File: src/include/amv_pkg.sv
`default_nettype none
package amv_pkg;
    // command codes and selector bytes
    localparam logic [7:0] CMD_ALERT_MASK   = 8'h1B;
    localparam logic [7:0] CMD_VOUT_FORMAT  = 8'h20;
    localparam logic [7:0] SEL_OTHER_STATUS = 8'h7F;
    localparam logic [7:0] SEL_VENDOR       = 8'h80;

    // other-status mask: only bit 0, fixed at 1
    localparam logic [7:0] OTHER_MASK_VALUE = 8'h01;

    // vendor-status mask field positions
    localparam int POWER_ON_EVENT_BIT = 7;
    localparam int SELF_CHECK_BIT     = 6;
    localparam int RESET_PIN_BIT      = 3;
    localparam int STACK_LINK_BIT     = 2;
    localparam int SYNC_FAULT_BIT     = 1;
    localparam logic [7:0] VENDOR_WRITABLE = 8'hCE;
    localparam logic [7:0] VENDOR_MASK_RESET = 8'hCE;

    // output-voltage format byte layout
    localparam int REL_BIT  = 7;
    localparam int MODE_HI  = 6;
    localparam int MODE_LO  = 5;
    localparam int EXP_HI   = 4;
    localparam int EXP_LO   = 0;
    localparam logic [1:0] MODE_LINEAR = 2'h0;
    localparam logic [4:0] EXP_MIN     = 5'h14;   // -12
    localparam logic [4:0] EXP_MAX     = 5'h1C;   // -4
    localparam logic [7:0] VOUT_FORMAT_RESET = 8'h17;  // absolute, linear, -9
endpackage : amv_pkg
`default_nettype wire

File: src/hdl/amv_rescale.sv
`timescale 1ns/1ps
`default_nettype none
// re-expresses a linear mantissa from one exponent to another
module amv_rescale (
    input  wire logic [15:0] value_in,
    input  wire logic [4:0]  exp_old,
    input  wire logic [4:0]  exp_new,
    output logic      [15:0] value_out
);
    logic signed [5:0] delta;

    always_comb begin
        delta = $signed({exp_old[4], exp_old}) - $signed({exp_new[4], exp_new});
        if (delta >= 0) begin
            value_out = value_in << delta[3:0];
        end else begin
            // finer to coarser: low bits are lost, truncation toward zero
            value_out = value_in >> 4'(-delta);
        end
    end
endmodule : amv_rescale
`default_nettype wire

File: src/hdl/amv_alert_mask_and_vout_format.sv
`timescale 1ns/1ps
`default_nettype none
// Behaviour
// - mask bit 0 lets its condition raise alert; 1 blocks it
// - other-status mask reads 01h; first-alert mask fixed at 1, read-only
// - vendor mask via command 1Bh selector 80h; word write, process-call read
// - vendor mask writable bits 7,6,3,2,1; bits 5,4,0 read zero
// - clearing self-check mask may cause alert at power-up; keep it set
// - clearing sync-fault mask may briefly alert when stack enables
// - format register at 20h, byte write and byte read, nonvolatile backed
// - format byte: relative select bit 7, mode 6:5, exponent 4:0
// - relative select 0 means absolute data, 1 means relative
// - mode field fixed 00b linear; other modes unsupported and invalid
// - exponent two's complement, supported from -4 down to -12
// - format writes accepted only while conversion is disabled
// - format change rescales stored voltage values to new format
// - voltage writes decoded with current format, converted on later change
module amv_alert_mask_and_vout_format #(
    parameter logic [7:0] VENDOR_MASK_INIT = amv_pkg::VENDOR_MASK_RESET,
    parameter logic [7:0] VOUT_FORMAT_INIT = amv_pkg::VOUT_FORMAT_RESET
) (
    input  wire logic        mclk,
    input  wire logic        arst_n,
    input  wire logic        nvm_load,
    input  wire logic [7:0]  nvm_vendor_mask,
    input  wire logic [7:0]  nvm_vout_format,
    input  wire logic        wr_byte,
    input  wire logic        wr_word,
    input  wire logic        rd_byte,
    input  wire logic        rd_call,
    input  wire logic [7:0]  cmd_code,
    input  wire logic [7:0]  wr_lo,
    input  wire logic [7:0]  wr_hi,
    input  wire logic        conv_enabled,
    input  wire logic [7:0]  vendor_status_byte,
    input  wire logic        first_alert_flag,
    input  wire logic [15:0] conv_value_in,
    output logic      [7:0]  rd_data,
    output logic             rd_valid,
    output logic             rd_nack,
    output logic             wr_refused,
    output logic             alert_req,
    output logic      [7:0]  vendor_mask,
    output logic      [7:0]  vout_format,
    output logic             format_changed,
    output logic      [4:0]  exp_previous,
    output logic      [15:0] conv_value_out
);
    logic       fmt_write;
    logic       fmt_ok;
    logic [7:0] fmt_new;
    logic       vmask_write;
    logic       rd_any;
    logic [15:0] rescaled;
    logic [7:0] unmasked;

    assign fmt_new  = {wr_lo[amv_pkg::REL_BIT], amv_pkg::MODE_LINEAR,
                       wr_lo[amv_pkg::EXP_HI:amv_pkg::EXP_LO]};
    assign fmt_write = wr_byte && cmd_code == amv_pkg::CMD_VOUT_FORMAT;
    assign fmt_ok = !conv_enabled
        && wr_lo[amv_pkg::MODE_HI:amv_pkg::MODE_LO] == amv_pkg::MODE_LINEAR
        && $signed(wr_lo[4:0]) >= $signed(amv_pkg::EXP_MIN)
        && $signed(wr_lo[4:0]) <= $signed(amv_pkg::EXP_MAX);
    assign vmask_write = wr_word && cmd_code == amv_pkg::CMD_ALERT_MASK
        && wr_lo == amv_pkg::SEL_VENDOR;
    assign rd_any = rd_byte || rd_call;

    // vendor mask; only implemented bits store, the rest stay zero
    always_ff @(posedge mclk or negedge arst_n) begin
        if (!arst_n) begin
            vendor_mask <= VENDOR_MASK_INIT & amv_pkg::VENDOR_WRITABLE;
        end else if (nvm_load) begin
            vendor_mask <= nvm_vendor_mask & amv_pkg::VENDOR_WRITABLE;
        end else if (vmask_write) begin
            vendor_mask <= wr_hi & amv_pkg::VENDOR_WRITABLE;
        end
    end

    // format byte; mode bits are never stored from the host
    always_ff @(posedge mclk or negedge arst_n) begin
        if (!arst_n) begin
            vout_format <= VOUT_FORMAT_INIT;
        end else if (nvm_load) begin
            vout_format <= {nvm_vout_format[7], amv_pkg::MODE_LINEAR, nvm_vout_format[4:0]};
        end else if (fmt_write && fmt_ok) begin
            vout_format <= fmt_new;
        end
    end

    // change notice for the voltage-command store, with the old exponent
    always_ff @(posedge mclk or negedge arst_n) begin
        if (!arst_n) begin
            format_changed <= 1'b0;
            exp_previous   <= VOUT_FORMAT_INIT[amv_pkg::EXP_HI:amv_pkg::EXP_LO];
        end else begin
            format_changed <= fmt_write && fmt_ok && fmt_new != vout_format;
            if (fmt_write && fmt_ok) begin
                exp_previous <= vout_format[amv_pkg::EXP_HI:amv_pkg::EXP_LO];
            end
        end
    end

    // stored values were decoded with exp_previous; re-express them in the current one
    amv_rescale u_rescale (
        .value_in  (conv_value_in),
        .exp_old   (exp_previous),
        .exp_new   (vout_format[amv_pkg::EXP_HI:amv_pkg::EXP_LO]),
        .value_out (rescaled)
    );

    always_ff @(posedge mclk or negedge arst_n) begin
        if (!arst_n) begin
            conv_value_out <= 16'h0000;
        end else begin
            conv_value_out <= rescaled;
        end
    end

    always_ff @(posedge mclk or negedge arst_n) begin
        if (!arst_n) begin
            wr_refused <= 1'b0;
        end else begin
            wr_refused <= fmt_write && !fmt_ok;
        end
    end

    // per-bit gating; self-check and sync-fault can glitch at power-up and stack
    // enable, and nothing here filters them: only a set mask bit keeps them quiet
    for (genvar b = 0; b < 8; b++) begin : g_unmask
        assign unmasked[b] = vendor_status_byte[b] && !vendor_mask[b]
                             && amv_pkg::VENDOR_WRITABLE[b];
    end

    // first-alert is always masked, so it never reaches the alert on its own
    always_ff @(posedge mclk or negedge arst_n) begin
        if (!arst_n) begin
            alert_req <= 1'b0;
        end else begin
            alert_req <= |unmasked
                || (first_alert_flag && !amv_pkg::OTHER_MASK_VALUE[0]);
        end
    end

    // read answers one cycle after the request
    always_ff @(posedge mclk or negedge arst_n) begin
        if (!arst_n) begin
            rd_data  <= 8'h00;
            rd_valid <= 1'b0;
            rd_nack  <= 1'b0;
        end else begin
            rd_valid <= 1'b0;
            rd_nack  <= 1'b0;
            if (rd_byte && cmd_code == amv_pkg::CMD_VOUT_FORMAT) begin
                rd_data  <= vout_format;
                rd_valid <= 1'b1;
            end else if (rd_call && cmd_code == amv_pkg::CMD_ALERT_MASK
                         && wr_lo == amv_pkg::SEL_VENDOR) begin
                rd_data  <= vendor_mask;
                rd_valid <= 1'b1;
            end else if (rd_call && cmd_code == amv_pkg::CMD_ALERT_MASK
                         && wr_lo == amv_pkg::SEL_OTHER_STATUS) begin
                rd_data  <= amv_pkg::OTHER_MASK_VALUE;
                rd_valid <= 1'b1;
            end else if (rd_any) begin
                rd_data  <= 8'h00;
                rd_nack  <= 1'b1;
            end
        end
    end
endmodule : amv_alert_mask_and_vout_format
`default_nettype wire

File: config.mk
export PLATFORM = sky130hd
export DESIGN_NAME = amv_alert_mask_and_vout_format
export DESIGN_NICKNAME = d
export VERILOG_FILES = /design/src/include/amv_pkg.sv /design/src/hdl/amv_rescale.sv /design/src/hdl/amv_alert_mask_and_vout_format.sv
export SDC_FILE = /design/constraint.sdc
export NUM_CORES = 1
export LEC_CHECK = 0
export BUFFER_PORTS_ARGS = -buffer_cell sky130_fd_sc_hd__buf_2
export CORE_MARGIN = 5
export CORE_UTILIZATION = 56
export CTS_BUF_LIST = sky130_fd_sc_hd__clkbuf_2 sky130_fd_sc_hd__clkbuf_4 sky130_fd_sc_hd__clkbuf_8
export DETAILED_ROUTE_END_ITERATION = 10
export HOLD_SLACK_MARGIN = 0.06
export PLACE_DENSITY = 0.9
export SYNTH_ARGS = -nofsm -noshare
export SYNTH_HDL_FRONTEND = slang
export SYNTH_HIERARCHICAL = 1
export SYNTH_SLANG_ARGS = --single-unit
File: constraint.sdc
create_clock -name mclk -period 5.7 [get_ports mclk]
set_clock_uncertainty 0.2 [all_clocks]
set_input_delay 1.14 -clock mclk [delete_from_list [all_inputs] [get_ports mclk]]
set_output_delay 1.14 -clock mclk [all_outputs]
set_load 0.005 [all_outputs]
==> results.yml, run 1 <==
floorplan:
  pin_count: 123
  row_count: 28
  die_x_um: 89.3
  core_um2: 6030
  dieArea_um2: 7980
  start_util_pct: 58.5
  die_y_um: 89.3
synth:
  mappedNetlistArea_um2: 3520
  ys_warn_count: 6
  postSynthCellCount: 355
  ys_seq_elements: 44
  synth_ff_type: "dfrtp_1"
  synth_edf_count: 0
  synth.distinct_cells: 66
  avgSynthCellArea_um2: 9.92
  ys_seq_area_share_pct: 31.7
  async_reset_ff_share_pct: 100
critical_path:
  worstPathMaxFanout: 18
  cp_cell_sequence: "ha_1, inv_1, fa_1, buf_4, clkinv_1, ha_1, mux2_2, o21ai_0, nor2_1, a211oi_1, o32ai_1"
  worstPathArrival_ns: 4.23
  max_stage_delay_ns: 0.89
  reg2reg_slack_ns: 1.41
  cp_slowest_cell: "ha_1"
  r2r-start: "vout_format[0]"
  cpMostUsedCell: "ha_1"
  worstPathRequired_ns: 5.64
  r2r_end: "conv_value_out[3]"
  r2r_cells: 11
  cp-end-kind: "register"
  worstSetupStartpointType: "register"
  worstSetupPathType: "reg -> reg"
outcome:
  status: "complete, no violations"
cts:
  ctsRootBufferMaster: "clkbuf_8"
  htree_levels: 2
  cts_resized: 0
  holdBufCountCts: 0
  cts.clk_slew.worst_paths_ns: 0.08
  postCtsSetupBuffers: 0
  clk_latency_ns: 0.30
  tritoncts: "built"
  clkSinkCount: 44
  cts_buffer_depth: 2
  cts_buffers: 5
timing:
  fin_crit_sh_pct: 75.2
  slew_violations: 0
  worst_pin_slew_ns: 1.04
  fin_tns_setup_ns: 0
  setup_ws_ns: 1.41
  max_freq_ghz: 0.233
  max-slew-margin-rel_pct: 30.3
  final_hold_viol_count: 0
  rsz0062_at_grt: "false"
  setup_viol: 0
  fin_crit_ns: 4.29
  fin_worst_hold_slack_ns: 0.306
power_and_ir_drop:
  power_w: 0.00104
  ir_drop_v: 0.000147
  power.leakage_nw: 1.94
  powerDensity_nw_per_um2: 255
global_routing:
  overflow: 0
  grt_pass1_vias: 3095
  antenna_found_initial: 0
  grt_usage_pct: 24.4
  grt_max_degree: 45
  grt_first_pass_wirelength_um: 15200
layout:
  nets: 527
  seq_area_um2: 1120
  final_cell_mix: "104 x buf_2, 33 x mux2i_1, 31 x dfrtp_1"
  multi_input_area_um2: 2180
  drive_above_1_share_pct: 37.9
  stdcell_count: 523
  n_fill_cell: 471
  area_growth_pct: 16.3
  mostFrequentLayoutCell: "buf_2"
  diodes: 0
placed_design:
  portBuffers: 104
  place_ws_ns: 1.48
  dpl.cell_count: 515
  place.gp.congestion: 1.02
  dpl.hpwl_um: 7100
worst_hold_path:
  whs_path_depth: 2
  hold_class: "reg -> reg"
  whs_endpoint: "rd_data[1]"
  hp-start: "rd_data[1]"
routing:
  viasPerCell: 6.22
  drtAntennaViolNets: 0
  first_iter_violations: 209
  post_drt_wl_per_cell_um: 17.8
  remaining_drc_errors: 0
  routed_wl_um: 9330
  drt-pass1-iter-count: 5
  via_count: 3255
run:
  drv_cap: 0
[routing by layer]
metal	up-vias	share of wire, %	GRT usage, %
li1	1506	-	-
met1	1524	41	32.7
met2	193	47	38.8
met3	32	9.8	5.71
met4	0	2.7	8.25
met5	-	0	0
[Yosys cell counts, types with 8 or more instances]
master	count	area share [%]
mux4_2	8	5.1
dfstp_2	13	9.7
nor2_1	30	3.2
dfrtp_1	31	22
mux2_2	19	6.1
buf_4	8	1.7
o21ai_0	23	3.3
mux2i_1	33	9.4
inv_1	16	1.7
nand2_1	20	2.1
a21oi_1	12	1.7
[worst max path at each step]
| stage | cells after the start | from | endpoint | slack, ns |
|---|---|---|---|---|
| final | 11 | vout_format[0] | conv_value_out[3] | 1.41 |
| after global routing | 11 | vout_format[0] | conv_value_out[1] | 1.21 |
| after CTS | 11 | vout_format[0] | conv_value_out[3] | 1.47 |
| after detailed placement | 11 | vout_format[0] | conv_value_out[3] | 1.48 |
| after global placement | 11 | vout_format[0] | conv_value_out[1] | 1.60 |
| after floorplan | 13 | vout_format[0] | conv_value_out[3] | 2.26 |
[sequential cells by signal (all words and copies together) (netlist names)]
register	cells
rd_nack	1
rd_data	7
rd_valid	1
format_changed	1
wr_refused	1
alert_req	1
vendor_mask	5
exp_previous	5
vout_format	6
conv_value_out	16
[power by group]
part	leakage [nW]	internal, W	total [W]	switching (W)
sequential	0.536	0.000358	0.000376	0.0000177
clock	0.0479	0.000104	0.000217	0.000114
combinational	1.35	0.000196	0.000450	0.000254
total	1.94	0.000658	0.00104	0.000386
[stage by stage]
step / util [%] / instance area [µm²]
finish: 68.0 / 4100
global route: 68.0 / 4100
CTS: 68.0 / 4100
detailed placement: 66.4 / 4000
global placement: 66.4 / 4000
floorplan: - / 3540
[critical path, delay by kind of cell (launching register included)]
family	cells	cell delay, ns
adders and majority gates	3	1.55
AOI/OAI and AO/OA	3	0.73
DFF	1	0.59
buffers and inverters	3	0.58
muxes	1	0.40
and+or+nand+nor	1	0.08
[layout make-up]
cell class / instances / area share (%)
sequential: 44 / 27.3
clock buffer: 7 / 2.20
inverter: 17 / 1.56
multi-input combinational: 272 / 53.3
clock inverter: 1 / 0.183
tap: 75 / 2.29
timing repair buffer: 107 / 13.3
[kinds of logic (layout without fill, tap and decap cells)]
group                      Yosys count  in the layout  synth area share [%]
muxes                               67             67                  23.0
adders and majority gates            7              7                  2.70
and+or+nand+nor                     92             92                  13.5
xor gates and xnor gates            13             13                  4.51
DFF                                 44             44                  31.7
AOI/OAI and AO/OA                   87             87                  17.6
other                                1              6                 0.106
buffers and inverters               44            132                  6.86
Note: power is estimated with default switching activity, not from simulation.
==> inputs of run 2 (changes only) <==
CORE_UTILIZATION = 52   (was 56)
PLACE_DENSITY = 0.85   (was 0.9)
clock period = 4.2 ns   (was 5.7 ns; I/O delays follow)
==> run 2 against run 1 <==
  * Worst hold slack improved by 0.0078 ns
  * Sequential power rose by 36%
  * Clock-buffer cell count fell by 1
  * Critical path type unchanged
  * Highest routed layer unchanged
==> results.yml, run 2 (synthesis results as in run 1) <==
routing:
  viasPerCell: 6.03
  routed_wl_um: 9360
  post_drt_wl_per_cell_um: 17.6
  drt-pass1-iter-count: 5
  remaining_drc_errors: 0
  first_iter_violations: 254
  via_count: 3206
  drtAntennaViolNets: 0
critical_path:
  worstPathMaxFanout: 13
  crit_start: "vout_format[0]"
  worstSetupPathType: "reg -> reg"
  cp-end-kind: "register"
  worstSetupStartpointType: "register"
  r2r-start: "vout_format[0]"
  worstPathRequired_ns: 4.13
  worstPathArrival_ns: 3.82
power_and_ir_drop:
  power.share.clock_pct: 22.1
  powerDensity_nw_per_um2: 351
  pwr-share-comb_pct: 42.9
  p_seq_share_pct: 35.0
  ir_drop_v: 0.000142
  switching_share_pct: 35.3
  power.switching_w: 0.000514
  p_int_w: 0.000943
  power.leakage_nw: 1.97
cts:
  htree_levels: 2
  cts_buffer_depth: 2
  cts_resized: 0
  cts.clk_slew.worst_paths_ns: 0.09
  tritoncts: "built"
  holdBufCountCts: 0
  clkSinkCount: 44
  ctsRootBufferMaster: "clkbuf_8"
  clk_latency_ns: 0.30
  cts_buffers: 5
  postCtsSetupBuffers: 0
floorplan:
  dieArea_um2: 8520
  pin_count: 123
  start_util_pct: 52.7
  die_x_um: 92.3
  row_count: 30
  die_y_um: 92.3
  core_um2: 6680
timing:
  worst_pin_slew_ns: 0.936
  max_freq_ghz: 0.258
  fin_tns_setup_ns: 0
  final_hold_viol_count: 0
  max-slew-margin-rel_pct: 37.6
  setup_viol: 0
  fin_crit_sh_pct: 92.5
  slew_violations: 0
  fin_crit_ns: 3.88
  rsz0062_at_grt: "false"
placed_design:
  dpl.hpwl_um: 7510
  portBuffers: 104
  place.gp.congestion: 0.931
layout:
  n_fill_cell: 558
  top_regs: "conv_value_out x16, rd_data x7, vout_format x6"
  area_growth_pct: 17.8
  drive_above_1_share_pct: 38.5
  largest_reg_flops: 16
  diodes: 0
  mostFrequentLayoutCell: "buf_2"
  post-route-util_pct: 62.1
  regMostFlops: "conv_value_out"
  nets: 531
  final_cell_mix: "104 x buf_2, 33 x mux2i_1, 31 x dfrtp_1"
global_routing:
  grt_usage_pct: 22.4
  grt_first_pass_wirelength_um: 15500
  overflow: 0
  antenna_found_initial: 0
  grt_pass1_vias: 3222
  grt_max_degree: 45
worst_hold_path:
  hp-start: "rd_data[6]"
  hold_class: "reg -> reg"
run:
  drv_cap: 0
outcome:
  status: "complete, no violations"
[run 2: cell types whose count changed in the layout (fill, tap and decap cells not counted), sizes merged]
cell      delta
bufinv       +1
clkinv       +1
clkbuf       -1
clkinvlp     -1
buf          +4
[run 2: through the flow]
| step | worst slack [ns] | area [µm²] | std cells | power (W) | hold slack [ns] |
|---|---|---|---|---|---|
| after floorplan | 0.761 | 3540 | 360 | 0.000942 | 0.286 |
| after global placement | 0.501 | 4040 | 524 | 0.00112 | 0.284 |
| after detailed placement | 0.372 | 4040 | 524 | 0.00113 | 0.295 |
| after CTS | 0.352 | 4150 | 532 | 0.00146 | 0.315 |
| after global routing | 0.112 | 4150 | 532 | 0.00155 | 0.343 |
| final | 0.317 | 4150 | 532 | 0.00146 | 0.314 |
[run 2: power groups by stage]
stage / combinational, W / clock, W / sequential (W)
2_1_floorplan: 0.000418 / 0 / 0.000524
3_3_place_gp: 0.000603 / 0 / 0.000516
3_5_place_dp: 0.000616 / 0 / 0.000518
4_1_cts: 0.000617 / 0.000327 / 0.000510
5_1_grt: 0.000680 / 0.000348 / 0.000517
6_report: 0.000625 / 0.000322 / 0.000510
[run 2: worst paths after layout]
kind | to | slack (ns) | cells after the start
worst max register to register | conv_value_out[2] | 0.32 | 11
min in group asynchronous | conv_value_out[6] | 0.48 | 1
max in group asynchronous | wr_refused | 2.73 | 1
worst min register to register | rd_data[6] | 0.31 | 1
worst min-delay path | rd_data[6] | 0.31 | 1
worst max-delay path | conv_value_out[2] | 0.32 | 11
[run 2: critical path, cell delays in order, from the launching register on]
cell and delay, ns:
dfstp_2 0.60, ha_1 0.18, inv_1 0.05, fa_1 0.50, clkinv_1 0.23, ha_1 0.72, buf_4 0.26, mux2i_1 0.25
mux2_2 0.21, nor2_1 0.04, a211oi_1 0.31, o32ai_1 0.14
[run 2: final cells by class]
| type | count | area [µm²] | area share, % |
|---|---|---|---|
| well taps | 80 | 100 | 2.41 |
| clock inverters | 2 | 35.0 | 0.845 |
| repair buffers | 111 | 573 | 13.8 |
| inverters | 17 | 63.8 | 1.54 |
| flip-flops and latches | 44 | 1120 | 26.9 |
| clock buffers | 6 | 76.3 | 1.84 |
| multi-input cells | 272 | 2180 | 52.6 |
[run 2: layer usage]
layer / part of all wire [%] / GRT usage (%)
met5: 0 / 0
met3: 6.7 / 5.28
met1: 39 / 27.4
met4: 2.7 / 7.92
met2: 52 / 38.5
==> inputs of run 3 (changes only) <==
CTS_BUF_LIST = sky130_fd_sc_hd__clkbuf_8   (was sky130_fd_sc_hd__clkbuf_2 sky130_fd_sc_hd__clkbuf_4 sky130_fd_sc_hd__clkbuf_8)
==> run 3 against run 2 <==
  * Critical path depth unchanged
  * Sequential power about the same
  * First-iteration DRC count unchanged
  * Register-to-register slack about the same
  * Critical path type unchanged
  * Largest cell class unchanged
  * Highest routed layer unchanged
==> results.yml, run 3 (synthesis results as in run 1) <==
critical_path:
  worstSetupPathType: "reg -> reg"
  worstSetupStartpointType: "register"
  worstPathArrival_ns: 3.82
  worstPathMaxFanout: 13
  cp-end-kind: "register"
  worstPathRequired_ns: 4.13
floorplan:
  dieArea_um2: 8520
  start_util_pct: 52.7
  row_count: 30
  die_y_um: 92.3
  pin_count: 123
  die_x_um: 92.3
  core_um2: 6680
routing:
  viasPerCell: 6.02
  drtAntennaViolNets: 0
  routed_wl_um: 9380
  drt-pass1-iter-count: 5
  first_iter_violations: 254
  via_count: 3205
  post_drt_wl_per_cell_um: 17.6
  remaining_drc_errors: 0
timing:
  fin_crit_ns: 3.88
  setup_ws_ns: 0.319
  setup_viol: 0
  fin_tns_setup_ns: 0
  slew_violations: 0
  fin_worst_hold_slack_ns: 0.314
  final_hold_viol_count: 0
  rsz0062_at_grt: "false"
  fin_crit_sh_pct: 92.4
  max_freq_ghz: 0.258
  worst_pin_slew_ns: 0.936
  max-slew-margin-rel_pct: 37.6
placed_design:
  dpl.hpwl_um: 7510
  place_ws_ns: 0.372
  dpl.cell_count: 524
  place.gp.congestion: 0.931
  portBuffers: 104
cts:
  cts_buffers: 5
  postCtsSetupBuffers: 0
  cts_buffer_depth: 2
  cts_resized: 0
  holdBufCountCts: 0
  htree_levels: 2
  clkSinkCount: 44
  ctsRootBufferMaster: "clkbuf_8"
  tritoncts: "built"
  clk_latency_ns: 0.30
  cts.clk_slew.worst_paths_ns: 0.09
layout:
  largest_reg_flops: 16
  mostFrequentLayoutCell: "buf_2"
  final_cell_mix: "104 x buf_2, 33 x mux2i_1, 31 x dfrtp_1"
  regMostFlops: "conv_value_out"
  post-route-util_pct: 62.0
  stdcell_count: 532
  diodes: 0
  nets: 531
  drive_above_1_share_pct: 38.3
  n_fill_cell: 560
  top_regs: "conv_value_out x16, rd_data x7, vout_format x6"
  area_growth_pct: 17.7
global_routing:
  overflow: 0
  grt_first_pass_wirelength_um: 15500
  grt_pass1_vias: 3222
  antenna_found_initial: 0
  grt_max_degree: 45
  grt_usage_pct: 22.4
outcome:
  status: "complete, no violations"
power_and_ir_drop:
  powerDensity_nw_per_um2: 350
  power.leakage_nw: 1.97
  ir_drop_v: 0.000140
worst_hold_path:
  hold_class: "reg -> reg"
run:
  drv_cap: 0
-- run 3: through the flow --
stage | instance area, µm² | total power, W
CTS | 4140 | 0.00145
finish | 4140 | 0.00145
floorplan | 3540 | 0.000942
global placement | 4040 | 0.00112
detailed placement | 4040 | 0.00113
global route | 4140 | 0.00154
-- run 3: layout make-up --
cell class	count	area [µm²]	share of cell area, %
Inverter	17	63.8	1.54
Sequential cell	44	1120	27.0
Tap cell	80	100	2.42
Clock buffer	5	68.8	1.66
Clock inverter	3	38.8	0.936
Timing Repair Buffer	111	573	13.8
Multi-Input combinational cell	272	2180	52.7
-- run 3: layer usage --
metal,part of all wire (%),wire [µm],GRT usage (%),up-vias
met2,51,4800,38.5,166
met1,39,3660,27.4,1499
li1,-,-,-,1513
met4,2.9,276,7.92,0
met3,6.8,639,5.28,27
met5,0,0,0,-
-- run 3: path summary, 6_finish.rpt --
path	start	end	slack [ns]	cells after the start
max	vout_format[0]	conv_value_out[2]	0.32	11
min	rd_data[6]	rd_data[6]	0.31	1
min reg2reg	rd_data[6]	rd_data[6]	0.31	1
max in group asynchronous	arst_n	wr_refused	2.73	1
max reg2reg	vout_format[0]	conv_value_out[2]	0.32	11
min in group asynchronous	arst_n	conv_value_out[6]	0.48	1
-- run 3: where the power goes --
group	leakage, nW	switching (W)	total [W]	internal, W
registers	0.536	0.0000236	0.000510	0.000486
logic	1.37	0.000352	0.000626	0.000274
clock network	0.0593	0.000140	0.000314	0.000174
total	1.97	0.000515	0.00145	0.000934
-- run 3: critical path: stages (launching register included) --
cell	delay [ns]
dfstp_2	0.60
ha_1	0.18
inv_1	0.05
fa_1	0.50
clkinv_1	0.23
ha_1	0.72
buf_4	0.26
mux2i_1	0.25
mux2_2	0.21
nor2_1	0.04
a211oi_1	0.31
o32ai_1	0.14
